--- src/verilog/pin_cond_pkg.sv ---
// Register map, field masks and reset values of the serial pin conditioning.
package pin_cond_pkg;
    localparam int              ADDR_W            = 20;
    localparam int              DATA_W            = 16;
    localparam int              BYTE_W            = 8;
    localparam int              TX_CH             = 4;
    localparam int              RX_CH             = 4;
    localparam int              FIELD_STRIDE      = 2;
    localparam int              UART3_IDX         = 3;
    localparam logic [19:0]     ADDR_P0_BUF       = 20'hf0040;
    localparam logic [19:0]     ADDR_P1_BUF       = 20'hf0041;
    localparam logic [19:0]     ADDR_P14_BUF      = 20'hf004e;
    localparam logic [19:0]     ADDR_NFEN         = 20'hf0060;
    localparam logic [19:0]     ADDR_INV_U0       = 20'hf0134;
    localparam logic [19:0]     ADDR_INV_U1       = 20'hf0174;
    localparam logic [19:0]     ADDR_ROUTE        = 20'hfff3c;
    localparam logic [15:0]     SOL_MASK          = 16'h0005;
    localparam logic [15:0]     SOL_RESET         = 16'h0000;
    localparam logic [7:0]      ROUTE_MASK        = 8'h03;
    localparam logic [7:0]      NFEN_MASK         = 8'h55;
    localparam logic [7:0]      P0_BUF_MASK       = 8'h18;
    localparam logic [7:0]      P1_BUF_MASK       = 8'h03;
    localparam logic [7:0]      P14_BUF_MASK      = 8'h0c;
    localparam logic [7:0]      BYTE_RESET        = 8'h00;
    localparam int              ROUTE_EXT_INT_BIT = 0;
    localparam int              ROUTE_TIMER_BIT   = 1;
endpackage : pin_cond_pkg

--- src/verilog/rx_filter_if.sv ---
// Receive lines, filter enables and filtered levels between the modules.
`timescale 1ns/100ps
interface rx_filter_if #(parameter int CH = 4);
    logic [CH-1:0] raw;
    logic [CH-1:0] en;
    logic [CH-1:0] filtered;
    modport filt (input raw, input en, output filtered);
    modport ctrl (output raw, output en, input filtered);
endinterface : rx_filter_if

--- src/verilog/rx_noise_filter.sv ---
// Per-channel receive noise filter with two-sample match detection.
`timescale 1ns/100ps
module rx_noise_filter #(
    parameter int CH = 4
) (
    input  wire logic   clk,
    input  wire logic   rst_n,
    rx_filter_if.filt   fif
);
    logic [CH-1:0] sync1;
    logic [CH-1:0] sync2;
    logic [CH-1:0] prev;
    logic [CH-1:0] level;

    assign fif.filtered = level;

    genvar k;
    generate
        for (k = 0; k < CH; k++)
        begin : g_ch
            always_ff @(posedge clk or negedge rst_n)
            begin
                if (!rst_n)
                begin
                    sync1[k] <= 1'b0;
                    sync2[k] <= 1'b0;
                    prev[k]  <= 1'b0;
                end
                else
                begin
                    sync1[k] <= fif.raw[k];
                    sync2[k] <= sync1[k];
                    prev[k]  <= sync2[k];
                end
            end

            // With the filter enabled, a glitch shorter than one clock never reaches the level; a disabled channel passes the raw pin.
            always_ff @(posedge clk or negedge rst_n)
            begin
                if (!rst_n)
                    level[k] <= 1'b0;
                else if (!fif.en[k])
                    level[k] <= fif.raw[k];
                else if (sync2[k] == prev[k])
                    level[k] <= sync2[k];
            end

            chk_filter_match: assert property (
                @(posedge clk) disable iff (!rst_n)
                (fif.en[k] && $past(fif.en[k]) && $changed(level[k]))
                |-> ($past(sync2[k]) == $past(prev[k]))
            ) else $error("Filtered level changed without two matching samples.");

            chk_filter_bypass: assert property (
                @(posedge clk) disable iff (!rst_n)
                !fif.en[k] |=> level[k] == $past(fif.raw[k])
            ) else $error("Disabled filter did not pass the raw level.");
        end
    endgenerate
endmodule : rx_noise_filter

--- src/verilog/serial_pin_conditioning_regs.sv ---
// Serial pin conditioning registers: tx invert, rx routing, filters, buffers.
`timescale 1ns/100ps
module serial_pin_conditioning_regs
    import pin_cond_pkg::*;
(
    // Clock and reset.
    input  wire logic                            CORE_CLK_I,
    input  wire logic                            RST_N_I,
    // CPU register access.
    input  wire logic [pin_cond_pkg::ADDR_W-1:0] ADDR_I,
    input  wire logic [pin_cond_pkg::DATA_W-1:0] WDATA_I,
    input  wire logic                            WR_I,
    input  wire logic                            RD_I,
    input  wire logic                            WORD_I,
    output      logic [pin_cond_pkg::DATA_W-1:0] RDATA_O,
    // Transmit side, order unit1 ch2, unit1 ch0, unit0 ch2, unit0 ch0.
    input  wire logic [pin_cond_pkg::TX_CH-1:0]  TX_DATA_I,
    input  wire logic [pin_cond_pkg::TX_CH-1:0]  SERIAL_OUT_EN_I,
    input  wire logic [pin_cond_pkg::TX_CH-1:0]  SERIAL_OUT_VAL_I,
    output      logic [pin_cond_pkg::TX_CH-1:0]  TX_PIN_O,
    // Receive side, channels 3 to 0.
    input  wire logic [pin_cond_pkg::RX_CH-1:0]  RX_PIN_I,
    output      logic [pin_cond_pkg::RX_CH-1:0]  RX_DATA_O,
    // Interrupt and timer input routing.
    input  wire logic                            EXT_INT0_PIN_I,
    input  wire logic                            TIMER_CH7_PIN_I,
    output      logic                            EXT_INT0_O,
    output      logic                            TIMER_CH7_O,
    // Input buffer type selects, 1 selects TTL.
    output      logic [7:0]                      PORT0_TTL_SEL_O,
    output      logic [7:0]                      PORT1_TTL_SEL_O,
    output      logic [7:0]                      PORT14_TTL_SEL_O
);
    import pin_cond_pkg::*;

    logic [15:0]      tx_level_invert_unit0;
    logic [15:0]      tx_level_invert_unit1;
    logic [7:0]       rx_input_routing;
    logic [7:0]       rx_noise_filter_enable;
    logic [7:0]       port0_input_buffer_select;
    logic [7:0]       port1_input_buffer_select;
    logic [7:0]       port14_input_buffer_select;
    logic [TX_CH-1:0] tx_invert_bit;
    logic [TX_CH-1:0] next_tx_pin;
    logic [15:0]      wr_word;
    logic [7:0]       wr_byte;
    logic [15:0]      rd_mux;
    logic             hit_inv0;
    logic             hit_inv1;
    logic             hit_route;
    logic             hit_nfen;
    logic             hit_buf0;
    logic             hit_buf1;
    logic             hit_buf14;
    logic             hit_any;
    logic             uart3_line;
    logic             next_ext_int0;
    logic             next_timer_ch7;

    rx_filter_if #(.CH(RX_CH)) fif ();

    rx_noise_filter #(.CH(RX_CH)) u_filter (
        .clk   (CORE_CLK_I),
        .rst_n (RST_N_I),
        .fif   (fif)
    );

    // Address decode; a byte access only ever reaches the low byte.
    assign hit_inv0  = ADDR_I == ADDR_INV_U0;
    assign hit_inv1  = ADDR_I == ADDR_INV_U1;
    assign hit_route = ADDR_I == ADDR_ROUTE;
    assign hit_nfen  = ADDR_I == ADDR_NFEN;
    assign hit_buf0  = ADDR_I == ADDR_P0_BUF;
    assign hit_buf1  = ADDR_I == ADDR_P1_BUF;
    assign hit_buf14 = ADDR_I == ADDR_P14_BUF;
    assign hit_any   = hit_inv0 | hit_inv1 | hit_route | hit_nfen
                     | hit_buf0 | hit_buf1 | hit_buf14;
    assign wr_byte   = WDATA_I[BYTE_W-1:0];
    assign wr_word   = {WORD_I ? WDATA_I[DATA_W-1:BYTE_W] : BYTE_RESET,
                        wr_byte};

    assign rd_mux = hit_inv0  ? tx_level_invert_unit0 :
                    hit_inv1  ? tx_level_invert_unit1 :
                    hit_route ? {BYTE_RESET, rx_input_routing} :
                    hit_nfen  ? {BYTE_RESET, rx_noise_filter_enable} :
                    hit_buf0  ? {BYTE_RESET, port0_input_buffer_select} :
                    hit_buf1  ? {BYTE_RESET, port1_input_buffer_select} :
                    hit_buf14 ? {BYTE_RESET, port14_input_buffer_select} :
                    16'h0000;

    // Masks on write keep absent bits at zero, so reads see zero there.
    always_ff @(posedge CORE_CLK_I or negedge RST_N_I)
    begin
        if (!RST_N_I)
        begin
            tx_level_invert_unit0      <= SOL_RESET;
            tx_level_invert_unit1      <= SOL_RESET;
            rx_input_routing           <= BYTE_RESET;
            rx_noise_filter_enable     <= BYTE_RESET;
            port0_input_buffer_select  <= BYTE_RESET;
            port1_input_buffer_select  <= BYTE_RESET;
            port14_input_buffer_select <= BYTE_RESET;
        end
        else if (WR_I)
        begin
            if (hit_inv0)
                tx_level_invert_unit0 <= wr_word & SOL_MASK;
            if (hit_inv1)
                tx_level_invert_unit1 <= wr_word & SOL_MASK;
            if (hit_route)
                rx_input_routing <= wr_byte & ROUTE_MASK;
            if (hit_nfen)
                rx_noise_filter_enable <= wr_byte & NFEN_MASK;
            if (hit_buf0)
                port0_input_buffer_select <= wr_byte & P0_BUF_MASK;
            if (hit_buf1)
                port1_input_buffer_select <= wr_byte & P1_BUF_MASK;
            if (hit_buf14)
                port14_input_buffer_select <= wr_byte & P14_BUF_MASK;
        end
    end

    // Read data is held until the next read so software sees a stable value.
    always_ff @(posedge CORE_CLK_I or negedge RST_N_I)
    begin
        if (!RST_N_I)
            RDATA_O <= 16'h0000;
        else if (RD_I)
            RDATA_O <= rd_mux;
    end

    // Channel pairs per unit sit at invert bits 0 and 2.
    genvar k;
    generate
        for (k = 0; k < TX_CH; k++)
        begin : g_tx
            if (k < FIELD_STRIDE)
            begin : g_u0
                assign tx_invert_bit[k] =
                    tx_level_invert_unit0[k * FIELD_STRIDE];
            end
            else
            begin : g_u1
                assign tx_invert_bit[k] =
                    tx_level_invert_unit1[(k - FIELD_STRIDE) * FIELD_STRIDE];
            end
            assign next_tx_pin[k] = SERIAL_OUT_EN_I[k]
                ? (TX_DATA_I[k] ^ tx_invert_bit[k])
                : SERIAL_OUT_VAL_I[k];
        end
        for (k = 0; k < RX_CH; k++)
        begin : g_rx
            assign fif.en[k] = rx_noise_filter_enable[k * FIELD_STRIDE];
        end
    endgenerate

    assign fif.raw        = RX_PIN_I;
    assign uart3_line     = fif.filtered[UART3_IDX];
    assign next_ext_int0  = rx_input_routing[ROUTE_EXT_INT_BIT]
                          ? uart3_line : EXT_INT0_PIN_I;
    assign next_timer_ch7 = rx_input_routing[ROUTE_TIMER_BIT]
                          ? uart3_line : TIMER_CH7_PIN_I;

    // Every pin-facing output is re-timed here, costing one clock of latency.
    always_ff @(posedge CORE_CLK_I or negedge RST_N_I)
    begin
        if (!RST_N_I)
        begin
            TX_PIN_O         <= '0;
            RX_DATA_O        <= '0;
            EXT_INT0_O       <= 1'b0;
            TIMER_CH7_O      <= 1'b0;
            PORT0_TTL_SEL_O  <= BYTE_RESET;
            PORT1_TTL_SEL_O  <= BYTE_RESET;
            PORT14_TTL_SEL_O <= BYTE_RESET;
        end
        else
        begin
            TX_PIN_O         <= next_tx_pin;
            RX_DATA_O        <= fif.filtered;
            EXT_INT0_O       <= next_ext_int0;
            TIMER_CH7_O      <= next_timer_ch7;
            PORT0_TTL_SEL_O  <= port0_input_buffer_select;
            PORT1_TTL_SEL_O  <= port1_input_buffer_select;
            PORT14_TTL_SEL_O <= port14_input_buffer_select;
        end
    end

    chk_tx_inverted_out: assert property (
        @(posedge CORE_CLK_I) disable iff (!RST_N_I)
        (SERIAL_OUT_EN_I[0] && tx_level_invert_unit0[0])
        |=> TX_PIN_O[0] == !$past(TX_DATA_I[0])
    ) else $error("Enabled inverted channel did not drive inverted data.");

    chk_tx_plain_out: assert property (
        @(posedge CORE_CLK_I) disable iff (!RST_N_I)
        (SERIAL_OUT_EN_I[3] && !tx_level_invert_unit1[2])
        |=> TX_PIN_O[3] == $past(TX_DATA_I[3])
    ) else $error("Non-inverted channel altered transmit data.");

    chk_tx_disabled_value: assert property (
        @(posedge CORE_CLK_I) disable iff (!RST_N_I)
        !SERIAL_OUT_EN_I[1] |=> TX_PIN_O[1] == $past(SERIAL_OUT_VAL_I[1])
    ) else $error("Disabled output did not show the stored value.");

    chk_tx_invert_u1: assert property (
        @(posedge CORE_CLK_I) disable iff (!RST_N_I)
        (SERIAL_OUT_EN_I[2] && tx_level_invert_unit1[0])
        |=> TX_PIN_O[2] == !$past(TX_DATA_I[2])
    ) else $error("Inverted unit 1 channel did not drive inverted data.");

    chk_tx_gated_off: assert property (
        @(posedge CORE_CLK_I) disable iff (!RST_N_I)
        (!SERIAL_OUT_EN_I[3] && tx_level_invert_unit1[2])
        |=> TX_PIN_O[3] == $past(SERIAL_OUT_VAL_I[3])
    ) else $error("Inversion reached a pin whose output is disabled.");

    chk_sol_byte_write: assert property (
        @(posedge CORE_CLK_I) disable iff (!RST_N_I)
        (WR_I && hit_inv1)
        |=> tx_level_invert_unit1 == {13'h0, $past(WDATA_I[2]),
                                      1'b0, $past(WDATA_I[0])}
    ) else $error("Invert register write did not store bits 2 and 0.");

    chk_sol_word_write: assert property (
        @(posedge CORE_CLK_I) disable iff (!RST_N_I)
        (WR_I && WORD_I && hit_inv0)
        |=> tx_level_invert_unit0 == ($past(WDATA_I) & SOL_MASK)
    ) else $error("Word write to the invert register was not stored.");

    chk_sol_reserved_zero: assert property (
        @(posedge CORE_CLK_I) disable iff (!RST_N_I)
        ((tx_level_invert_unit0 | tx_level_invert_unit1) & ~SOL_MASK) == '0
    ) else $error("Unimplemented invert bit became set.");

    chk_route_ext_int: assert property (
        @(posedge CORE_CLK_I) disable iff (!RST_N_I)
        rx_input_routing[ROUTE_EXT_INT_BIT]
        |=> EXT_INT0_O == $past(fif.filtered[UART3_IDX])
    ) else $error("External interrupt input not taken from UART3 line.");

    chk_route_ext_pin: assert property (
        @(posedge CORE_CLK_I) disable iff (!RST_N_I)
        !rx_input_routing[ROUTE_EXT_INT_BIT]
        |=> EXT_INT0_O == $past(EXT_INT0_PIN_I)
    ) else $error("External interrupt input not taken from its own pin.");

    chk_route_timer: assert property (
        @(posedge CORE_CLK_I) disable iff (!RST_N_I)
        !rx_input_routing[ROUTE_TIMER_BIT]
        |=> TIMER_CH7_O == $past(TIMER_CH7_PIN_I)
    ) else $error("Timer channel 7 input not taken from its own pin.");

    chk_route_timer_rx: assert property (
        @(posedge CORE_CLK_I) disable iff (!RST_N_I)
        rx_input_routing[ROUTE_TIMER_BIT]
        |=> TIMER_CH7_O == $past(fif.filtered[UART3_IDX])
    ) else $error("Timer channel 7 input not taken from UART3 line.");

    chk_route_reserved: assert property (
        @(posedge CORE_CLK_I) disable iff (!RST_N_I)
        (rx_input_routing & ~ROUTE_MASK) == '0
        && (rx_noise_filter_enable & ~NFEN_MASK) == '0
    ) else $error("Unimplemented routing or filter bit became set.");

    chk_rx_data_copy: assert property (
        @(posedge CORE_CLK_I) disable iff (!RST_N_I)
        RX_DATA_O == $past(fif.filtered)
    ) else $error("Receive output did not follow the filtered level.");

    chk_pim_layout: assert property (
        @(posedge CORE_CLK_I) disable iff (!RST_N_I)
        (PORT0_TTL_SEL_O & ~P0_BUF_MASK) == '0
        && (PORT1_TTL_SEL_O & ~P1_BUF_MASK) == '0
        && (PORT14_TTL_SEL_O & ~P14_BUF_MASK) == '0
    ) else $error("Input buffer select shows an unimplemented bit.");

    chk_buf_select_copy: assert property (
        @(posedge CORE_CLK_I) disable iff (!RST_N_I)
        PORT0_TTL_SEL_O == $past(port0_input_buffer_select)
        && PORT1_TTL_SEL_O == $past(port1_input_buffer_select)
        && PORT14_TTL_SEL_O == $past(port14_input_buffer_select)
    ) else $error("Input buffer select output lost its register value.");

    chk_unmapped_read: assert property (
        @(posedge CORE_CLK_I) disable iff (!RST_N_I)
        (RD_I && !hit_any) |=> RDATA_O == 16'h0000
    ) else $error("Unmapped read returned nonzero data.");
endmodule : serial_pin_conditioning_regs

--- config.mk ---
export PLATFORM = sky130hd
export DESIGN_NAME = serial_pin_conditioning_regs
export DESIGN_NICKNAME = d
export VERILOG_FILES = /design/src/verilog/pin_cond_pkg.sv /design/src/verilog/rx_filter_if.sv /design/src/verilog/rx_noise_filter.sv /design/src/verilog/serial_pin_conditioning_regs.sv
export SDC_FILE = /design/constraint.sdc
export NUM_CORES = 1
export LEC_CHECK = 0
export BUFFER_PORTS_ARGS = -buffer_cell sky130_fd_sc_hd__buf_2
export CAP_MARGIN = 20
export CORE_MARGIN = 5
export CORE_UTILIZATION = 42
export DETAILED_ROUTE_END_ITERATION = 7
export PLACE_DENSITY_LB_ADDON = 0.3
export SLEW_MARGIN = 15
export SYNTH_ARGS = -nofsm -noshare
export SYNTH_HDL_FRONTEND = slang
export SYNTH_SLANG_ARGS = --single-unit
--- constraint.sdc ---
create_clock -name CORE_CLK_I -period 1 [get_ports CORE_CLK_I]
set_input_delay 0.1 -clock CORE_CLK_I [delete_from_list [all_inputs] [get_ports CORE_CLK_I]]
set_output_delay 0.1 -clock CORE_CLK_I [all_outputs]
set_load 0.01 [all_outputs]
Word level (Yosys, flattened, before mapping):

Cells that the tools add are included.

* output and inout bits: 50
* logic and storage cells: 78
* input port bits: 59
* register bits after elaboration: 64

* muxes and demuxes: 21
* eq/ne operators: 15
* reduce and logical (&&, ||, !) cells: 7
* bitwise gates (word level): 4

Operators by type and width (number)
* equality test 20 bit (second input constant): 7
* 2-to-1 mux 7 bit: 4
* 2-to-1 mux 1 bit: 14
* AND reduction 2 bit: 7
* 2-to-1 mux 4 bit: 2
* != test 2 x 1 -> 1 bit (second input constant): 4
* 2-to-1 mux 5 bit: 1
* equality test 1 bit: 4
* XOR 1 bit: 4

Longest topological paths before layout:

* depth after elaboration: 8
* mapped depth: 6
* gate-level depth less buffers: 5

Hierarchy:

From an unflattened synthesis, not the netlist that was laid out.

* cell total of the unflattened synthesis: 203
* area, all modules: 2431.1 um^2

Modules (own cells, without submodules)
* serial_pin_conditioning_regs: area each 1950.6 um^2, instances 1, sequential area each 950.9 um^2, cells an instance 171
* rx_noise_filter: area each 480.5 um^2, instances 1, sequential area each 400.4 um^2, cells an instance 32

Worst setup path before layout:

No wires, ideal clock.

* path type: input port to flip-flop
* from: input port ADDR_I[0] in the netlist's numbering
* to: register RDATA_O[0] in the netlist's numbering
* path slack: -0.385 ns
* arrival time: 1.259 ns
* library setup time: 0.126 ns
* stages: 5
* buffers on the path: 0
* required time: 0.874 ns
* path through: and4bb_1 nand3_2 or4_4 o221ai_1 o21ai_1

* word-level cells in the longest chain between the ends: 7
* elaborated cells on any way between the ends: 12
* those cells by class: eq/ne (6); mux (6)

RTL lines
* start, declared: RTL line serial_pin_conditioning_regs.sv:10 `input wire logic [pin_cond_pkg::ADDR_W-1:0] ADDR_I,`
* equality test 20 bit: RTL line serial_pin_conditioning_regs.sv:74 `assign hit_buf1 = ADDR_I == ADDR_P1_BUF;`
* 2-to-1 mux 4 bit: RTL line serial_pin_conditioning_regs.sv:87 `hit_buf1 ? {BYTE_RESET, port1_input_buffer_select} :`
* 2-to-1 mux 5 bit: RTL line serial_pin_conditioning_regs.sv:86 `hit_buf0 ? {BYTE_RESET, port0_input_buffer_select} :`
* 2-to-1 mux 7 bit: RTL line serial_pin_conditioning_regs.sv:85 `hit_nfen ? {BYTE_RESET, rx_noise_filter_enable} :`
* 2-to-1 mux 7 bit: RTL line serial_pin_conditioning_regs.sv:84 `hit_route ? {BYTE_RESET, rx_input_routing} :`
* 2-to-1 mux 7 bit: RTL line serial_pin_conditioning_regs.sv:83 `hit_inv1 ? tx_level_invert_unit1 :`
* 2-to-1 mux 7 bit (*): RTL line serial_pin_conditioning_regs.sv:82 `assign rd_mux = hit_inv0 ? tx_level_invert_unit0 :`
* end signal, assigned: RTL line serial_pin_conditioning_regs.sv:129 `RDATA_O <= rd_mux;`
* end, declared: RTL line serial_pin_conditioning_regs.sv:15 `output logic [pin_cond_pkg::DATA_W-1:0] RDATA_O,`

Every way passes the cells marked *; elsewhere a longest branch is shown, timed or not.
A chain may end at the register's enable or synchronous reset.

Final worst setup path:

* from: input port ADDR_I[15] in the netlist's numbering
* to: register rx_noise_filter_enable[6]

* word-level cells in the longest chain between the ends: 2

RTL lines
* equality test 20 bit: RTL line serial_pin_conditioning_regs.sv:72 `assign hit_nfen = ADDR_I == ADDR_NFEN;`
* AND reduction 2 bit (no source line)
* end signal, assigned: RTL line serial_pin_conditioning_regs.sv:113 `rx_noise_filter_enable <= wr_byte & NFEN_MASK;`
* end, declared: RTL line serial_pin_conditioning_regs.sv:39 `logic [7:0] rx_noise_filter_enable;`

No other way between the ends.

==> impl_metrics.prom <==
# TYPE chip_impl_metric gauge
chip_impl_metric{name="worst_path_largest_cell_delay",unit="ns"} 0.39
chip_impl_metric{name="maxCapViolCount",unit=""} 0
chip_impl_info{name="commonest_non_fill_non_tap_cell_in_the_layout",value="buf_2"} 1
chip_impl_metric{name="detailedRoute.firstIterationViolations",unit=""} 45
chip_impl_metric{name="core-area",unit="sq um"} 5507
chip_impl_info{name="tritoncts",value="yes"} 1
chip_impl_metric{name="synth_seq_area_share",unit=""} 0.5657
chip_impl_info{name="crit_path_start_kind",value="primary input"} 1
chip_impl_metric{name="die_area",unit="sq um"} 7295
chip_impl_metric{name="worst_r2r_path_depth",unit=""} 4
chip_impl_metric{name="timing.hold.ws",unit="ns"} 0.03262
chip_impl_metric{name="n_fill_cell",unit=""} 463
chip_impl_metric{name="port_buffers",unit=""} 69
chip_impl_metric{name="worst_clock_skew",unit="ns"} 0.006059
chip_impl_metric{name="insertion_delay",unit="ns"} 0.29
chip_impl_metric{name="layout.area.seq",unit="sq um"} 1351
chip_impl_metric{name="dp_hpwl",unit="mm"} 3.992
chip_impl_metric{name="grt_use_total",unit=""} 0.1436
chip_impl_metric{name="synthesis.area",unit="sq um"} 2389
chip_impl_metric{name="post_synth_num_cell_types",unit=""} 46
chip_impl_info{name="violations",value="setup timing"} 1
chip_impl_info{name="r2r_end",value="RDATA_O[0]"} 1
chip_impl_info{name="holdCritStartpoint",value="EXT_INT0_PIN_I"} 1
chip_impl_metric{name="rrSetupSlack",unit="ns"} -0.07
chip_impl_metric{name="clock_sinks",unit=""} 54
chip_impl_metric{name="grt_max_degree",unit=""} 23
chip_impl_metric{name="grt_first_pass_wirelength",unit="mm"} 8.362
chip_impl_metric{name="die_h",unit="um"} 85.41
chip_impl_metric{name="initial_core_util",unit=""} 0.4338
chip_impl_info{name="hold-path-endpoint",value="EXT_INT0_O"} 1
chip_impl_metric{name="powerDensity",unit="nW/um^2"} 1176
chip_impl_metric{name="final_antenna_net_count",unit=""} 0
chip_impl_info{name="top_library_cells_by_usage_in_the_layout_fill_and_taps_aside",value="61 x buf_2, 54 x dfrtp_1, 30 x buf_4, 28 x conb_1, 13 x mux2_2"} 1
chip_impl_info{name="timing_worst_setup_path_type",value="in -> reg"} 1
chip_impl_info{name="critical_path.slowest_cell",value="and4bb_4"} 1
chip_impl_metric{name="final_layout_size_suffix_gt1_frac",unit=""} 0.5268
chip_impl_metric{name="dpl.cell_count",unit=""} 344
chip_impl_metric{name="yosysWarningCount",unit=""} 0
chip_impl_metric{name="worst_ir_drop_vdd",unit="mV"} 0.6363
chip_impl_info{name="holdCritPathClass",value="in -> reg"} 1
chip_impl_metric{name="syn_area_per_cell",unit="sq um"} 13.20
chip_impl_metric{name="worst-endpoint-required",unit="ns"} 1.19
chip_impl_metric{name="grt_overflow",unit=""} 0
chip_impl_metric{name="first_global_vias",unit=""} 1773
chip_impl_info{name="cp-end-kind",value="flip-flop"} 1
chip_impl_metric{name="routed_wirelength",unit="mm"} 5.148
chip_impl_metric{name="vias",unit=""} 1715
chip_impl_metric{name="final_period_util",unit=""} 1.272
chip_impl_info{name="outcome",value="complete, but fails checks"} 1
chip_impl_metric{name="stdcell_count",unit=""} 370
chip_impl_metric{name="hold_viol",unit=""} 0
chip_impl_metric{name="static-leakage-power",unit="uW"} 0.001694
chip_impl_metric{name="die_width",unit="um"} 85.41
chip_impl_metric{name="first_pass_iters",unit=""} 4
chip_impl_metric{name="max_clock_freq",unit="GHz"} 0.7862
chip_impl_metric{name="multi_input_area",unit="sq um"} 1027
chip_impl_metric{name="n_antenna_cell",unit=""} 0
chip_impl_metric{name="setup_violations",unit=""} 26
chip_impl_info{name="regToRegStartpoint",value="tx_level_invert_unit0[0]"} 1
chip_impl_metric{name="wl_per_cell",unit="um"} 13.91
chip_impl_metric{name="synth_edf_count",unit=""} 0
chip_impl_metric{name="drv_slew",unit=""} 0
chip_impl_info{name="ys_dominant_reg_cell",value="dfrtp_1"} 1
chip_impl_metric{name="share_of_synthesized_registers_carrying_an_async_set_or_reset",unit=""} 1.000
chip_impl_metric{name="cp.arrival",unit="ns"} 1.46
chip_impl_metric{name="rows",unit=""} 27
chip_impl_metric{name="final.setup.worst_slack",unit="ns"} -0.2719
chip_impl_metric{name="final_net_count",unit=""} 356
chip_impl_metric{name="worstHoldPathCells",unit=""} 2
chip_impl_metric{name="synth_seq_cells",unit=""} 54
chip_impl_metric{name="critical_path.max_fanout",unit=""} 4
chip_impl_metric{name="cts_made_buffers",unit=""} 5
chip_impl_metric{name="finalPower",unit="uW"} 3942
chip_impl_metric{name="max-clock-path-buffers",unit=""} 2
chip_impl_info{name="clock_tree.root_cell",value="clkbuf_8"} 1
chip_impl_metric{name="gate_count_of_the_mapped_netlist",unit=""} 181
chip_impl_info{name="crit_path_cell_trace",value="buf_6 -> nor4_4 -> nand3_2 -> and4bb_4 -> nand2_4 -> mux2_4"} 1
chip_impl_metric{name="fin_crit",unit="ns"} 1.272
chip_impl_metric{name="antenna_violations_before_repair",unit=""} 0
chip_impl_metric{name="via_per_inst",unit=""} 4.635
chip_impl_info{name="rsz0062_at_grt",value="true"} 1
chip_impl_metric{name="final_core_util",unit=""} 0.6087
chip_impl_metric{name="syn2layout_area_growth",unit="%"} 40.34
chip_impl_metric{name="ios",unit=""} 109
chip_impl_metric{name="cts-htree-levels",unit=""} 2
chip_impl_metric{name="remaining_routing_drc_violations",unit=""} 0
chip_impl_metric{name="finalWeightedCongestion",unit=""} 0.7653
chip_impl_metric{name="worst_setup_hold_path_clk_slew",unit="ns"} 0.09
## where the power goes
part	internal (uW)	leakage, uW	switching [uW]
logic	238	0.000954	244
registers	2240	0.000692	20.0
clock network	559	0.0000482	639
total	3040	0.00169	904
## worst max-delay path by stage
stage / start / end / cells after the start
floorplan: ADDR_I[13] / rx_noise_filter_enable[0] / 5
global placement: ADDR_I[13] / RDATA_O[1] / 7
detailed placement: ADDR_I[13] / RDATA_O[2] / 6
CTS: ADDR_I[15] / rx_noise_filter_enable[6] / 6
global route: ADDR_I[15] / rx_noise_filter_enable[2] / 6
finish: ADDR_I[15] / rx_noise_filter_enable[6] / 6
## cells in the mapped netlist, types with 2 or more instances
library cell  instances  area (sq um)
a21oi_1               4         20.02
a31oi_1               2         12.51
and4bb_1              2         25.02
buf_4                28         210.2
dfrtp_1              54          1351
inv_1                 3         11.26
maj3_1                4         40.04
mux2_1                2         22.52
mux2_2               17         191.4
mux2_4                4         60.06
nand2_1               6         22.52
nand3_1               6         30.03
nand3_2               2         20.02
nand4_1               2         12.51
nor2_1                7         26.28
nor2b_1               2         12.51
nor3_1                2         10.01
nor4_4                2         42.54
nor4b_1               2         17.52
xnor2_1               4         35.03
## logic make-up after synthesis
logic type,after synthesis,synth area share
xor gates and xnor gates,4,0.01467
DFF,54,0.5657
AOI/OAI and AO/OA,17,0.04820
other,1,0.001570
and+or+nand+nor,44,0.1378
muxes,24,0.1189
buffers and inverters,33,0.09638
adders and majority gates,4,0.01676
## flip-flops by register name, indices dropped and copies added (netlist names)
register                    flops
rx_input_routing                2
PORT0_TTL_SEL_O                 2
u_filter.sync2                  4
u_filter.fif.filtered           4
port1_input_buffer_select       2
rx_noise_filter_enable          4
EXT_INT0_O                      1
u_filter.sync1                  4
tx_level_invert_unit0           2
RX_DATA_O                       4
PORT1_TTL_SEL_O                 2
port14_input_buffer_select      2
tx_level_invert_unit1           2
RDATA_O                         6
TX_PIN_O                        4
PORT14_TTL_SEL_O                2
port0_input_buffer_select       2
u_filter.prev                   4
TIMER_CH7_O                     1
## layer usage
layer  global-route usage  routed length [um]
met1               0.1803                2066
met2               0.2479                2657
met3              0.03301                 380
met4              0.03885                  43
met5                    0                   0
## critical path, delay by kind of cell
kind	cells	cell delay (ns)
simple gates	4	0.96
mux	1	0.30
buf+inv	1	0.10
## metrics by stage
step	setup slack, ns	cell area [sq um]	setup TNS [ns]
floorplan	-0.3699	2521	-6.089
global route	-0.3355	3352	-6.486
detailed placement	-0.5983	2942	-11.82
CTS	-0.2518	3239	-3.975
global placement	-0.5452	2942	-11.09
finish	-0.2719	3352	-4.678
## area by class of cell
class,instances,area share
sequential,54,0.4031
multi-input combinational,121,0.3065
timing repair buffer,112,0.2329
tap,72,0.02688
clock buffer,7,0.02576
inverter,3,0.003359
clock inverter,1,0.001493
## timing repair
item	4_1_cts	5_1_grt
pin swaps	13	12
buffers inserted	4	5
resized for setup	18	16
hold buffers	9	0
endpoints found under the hold margin	21	0
setup endpoints to repair	26	26
(Power assumes the default switching activity.)
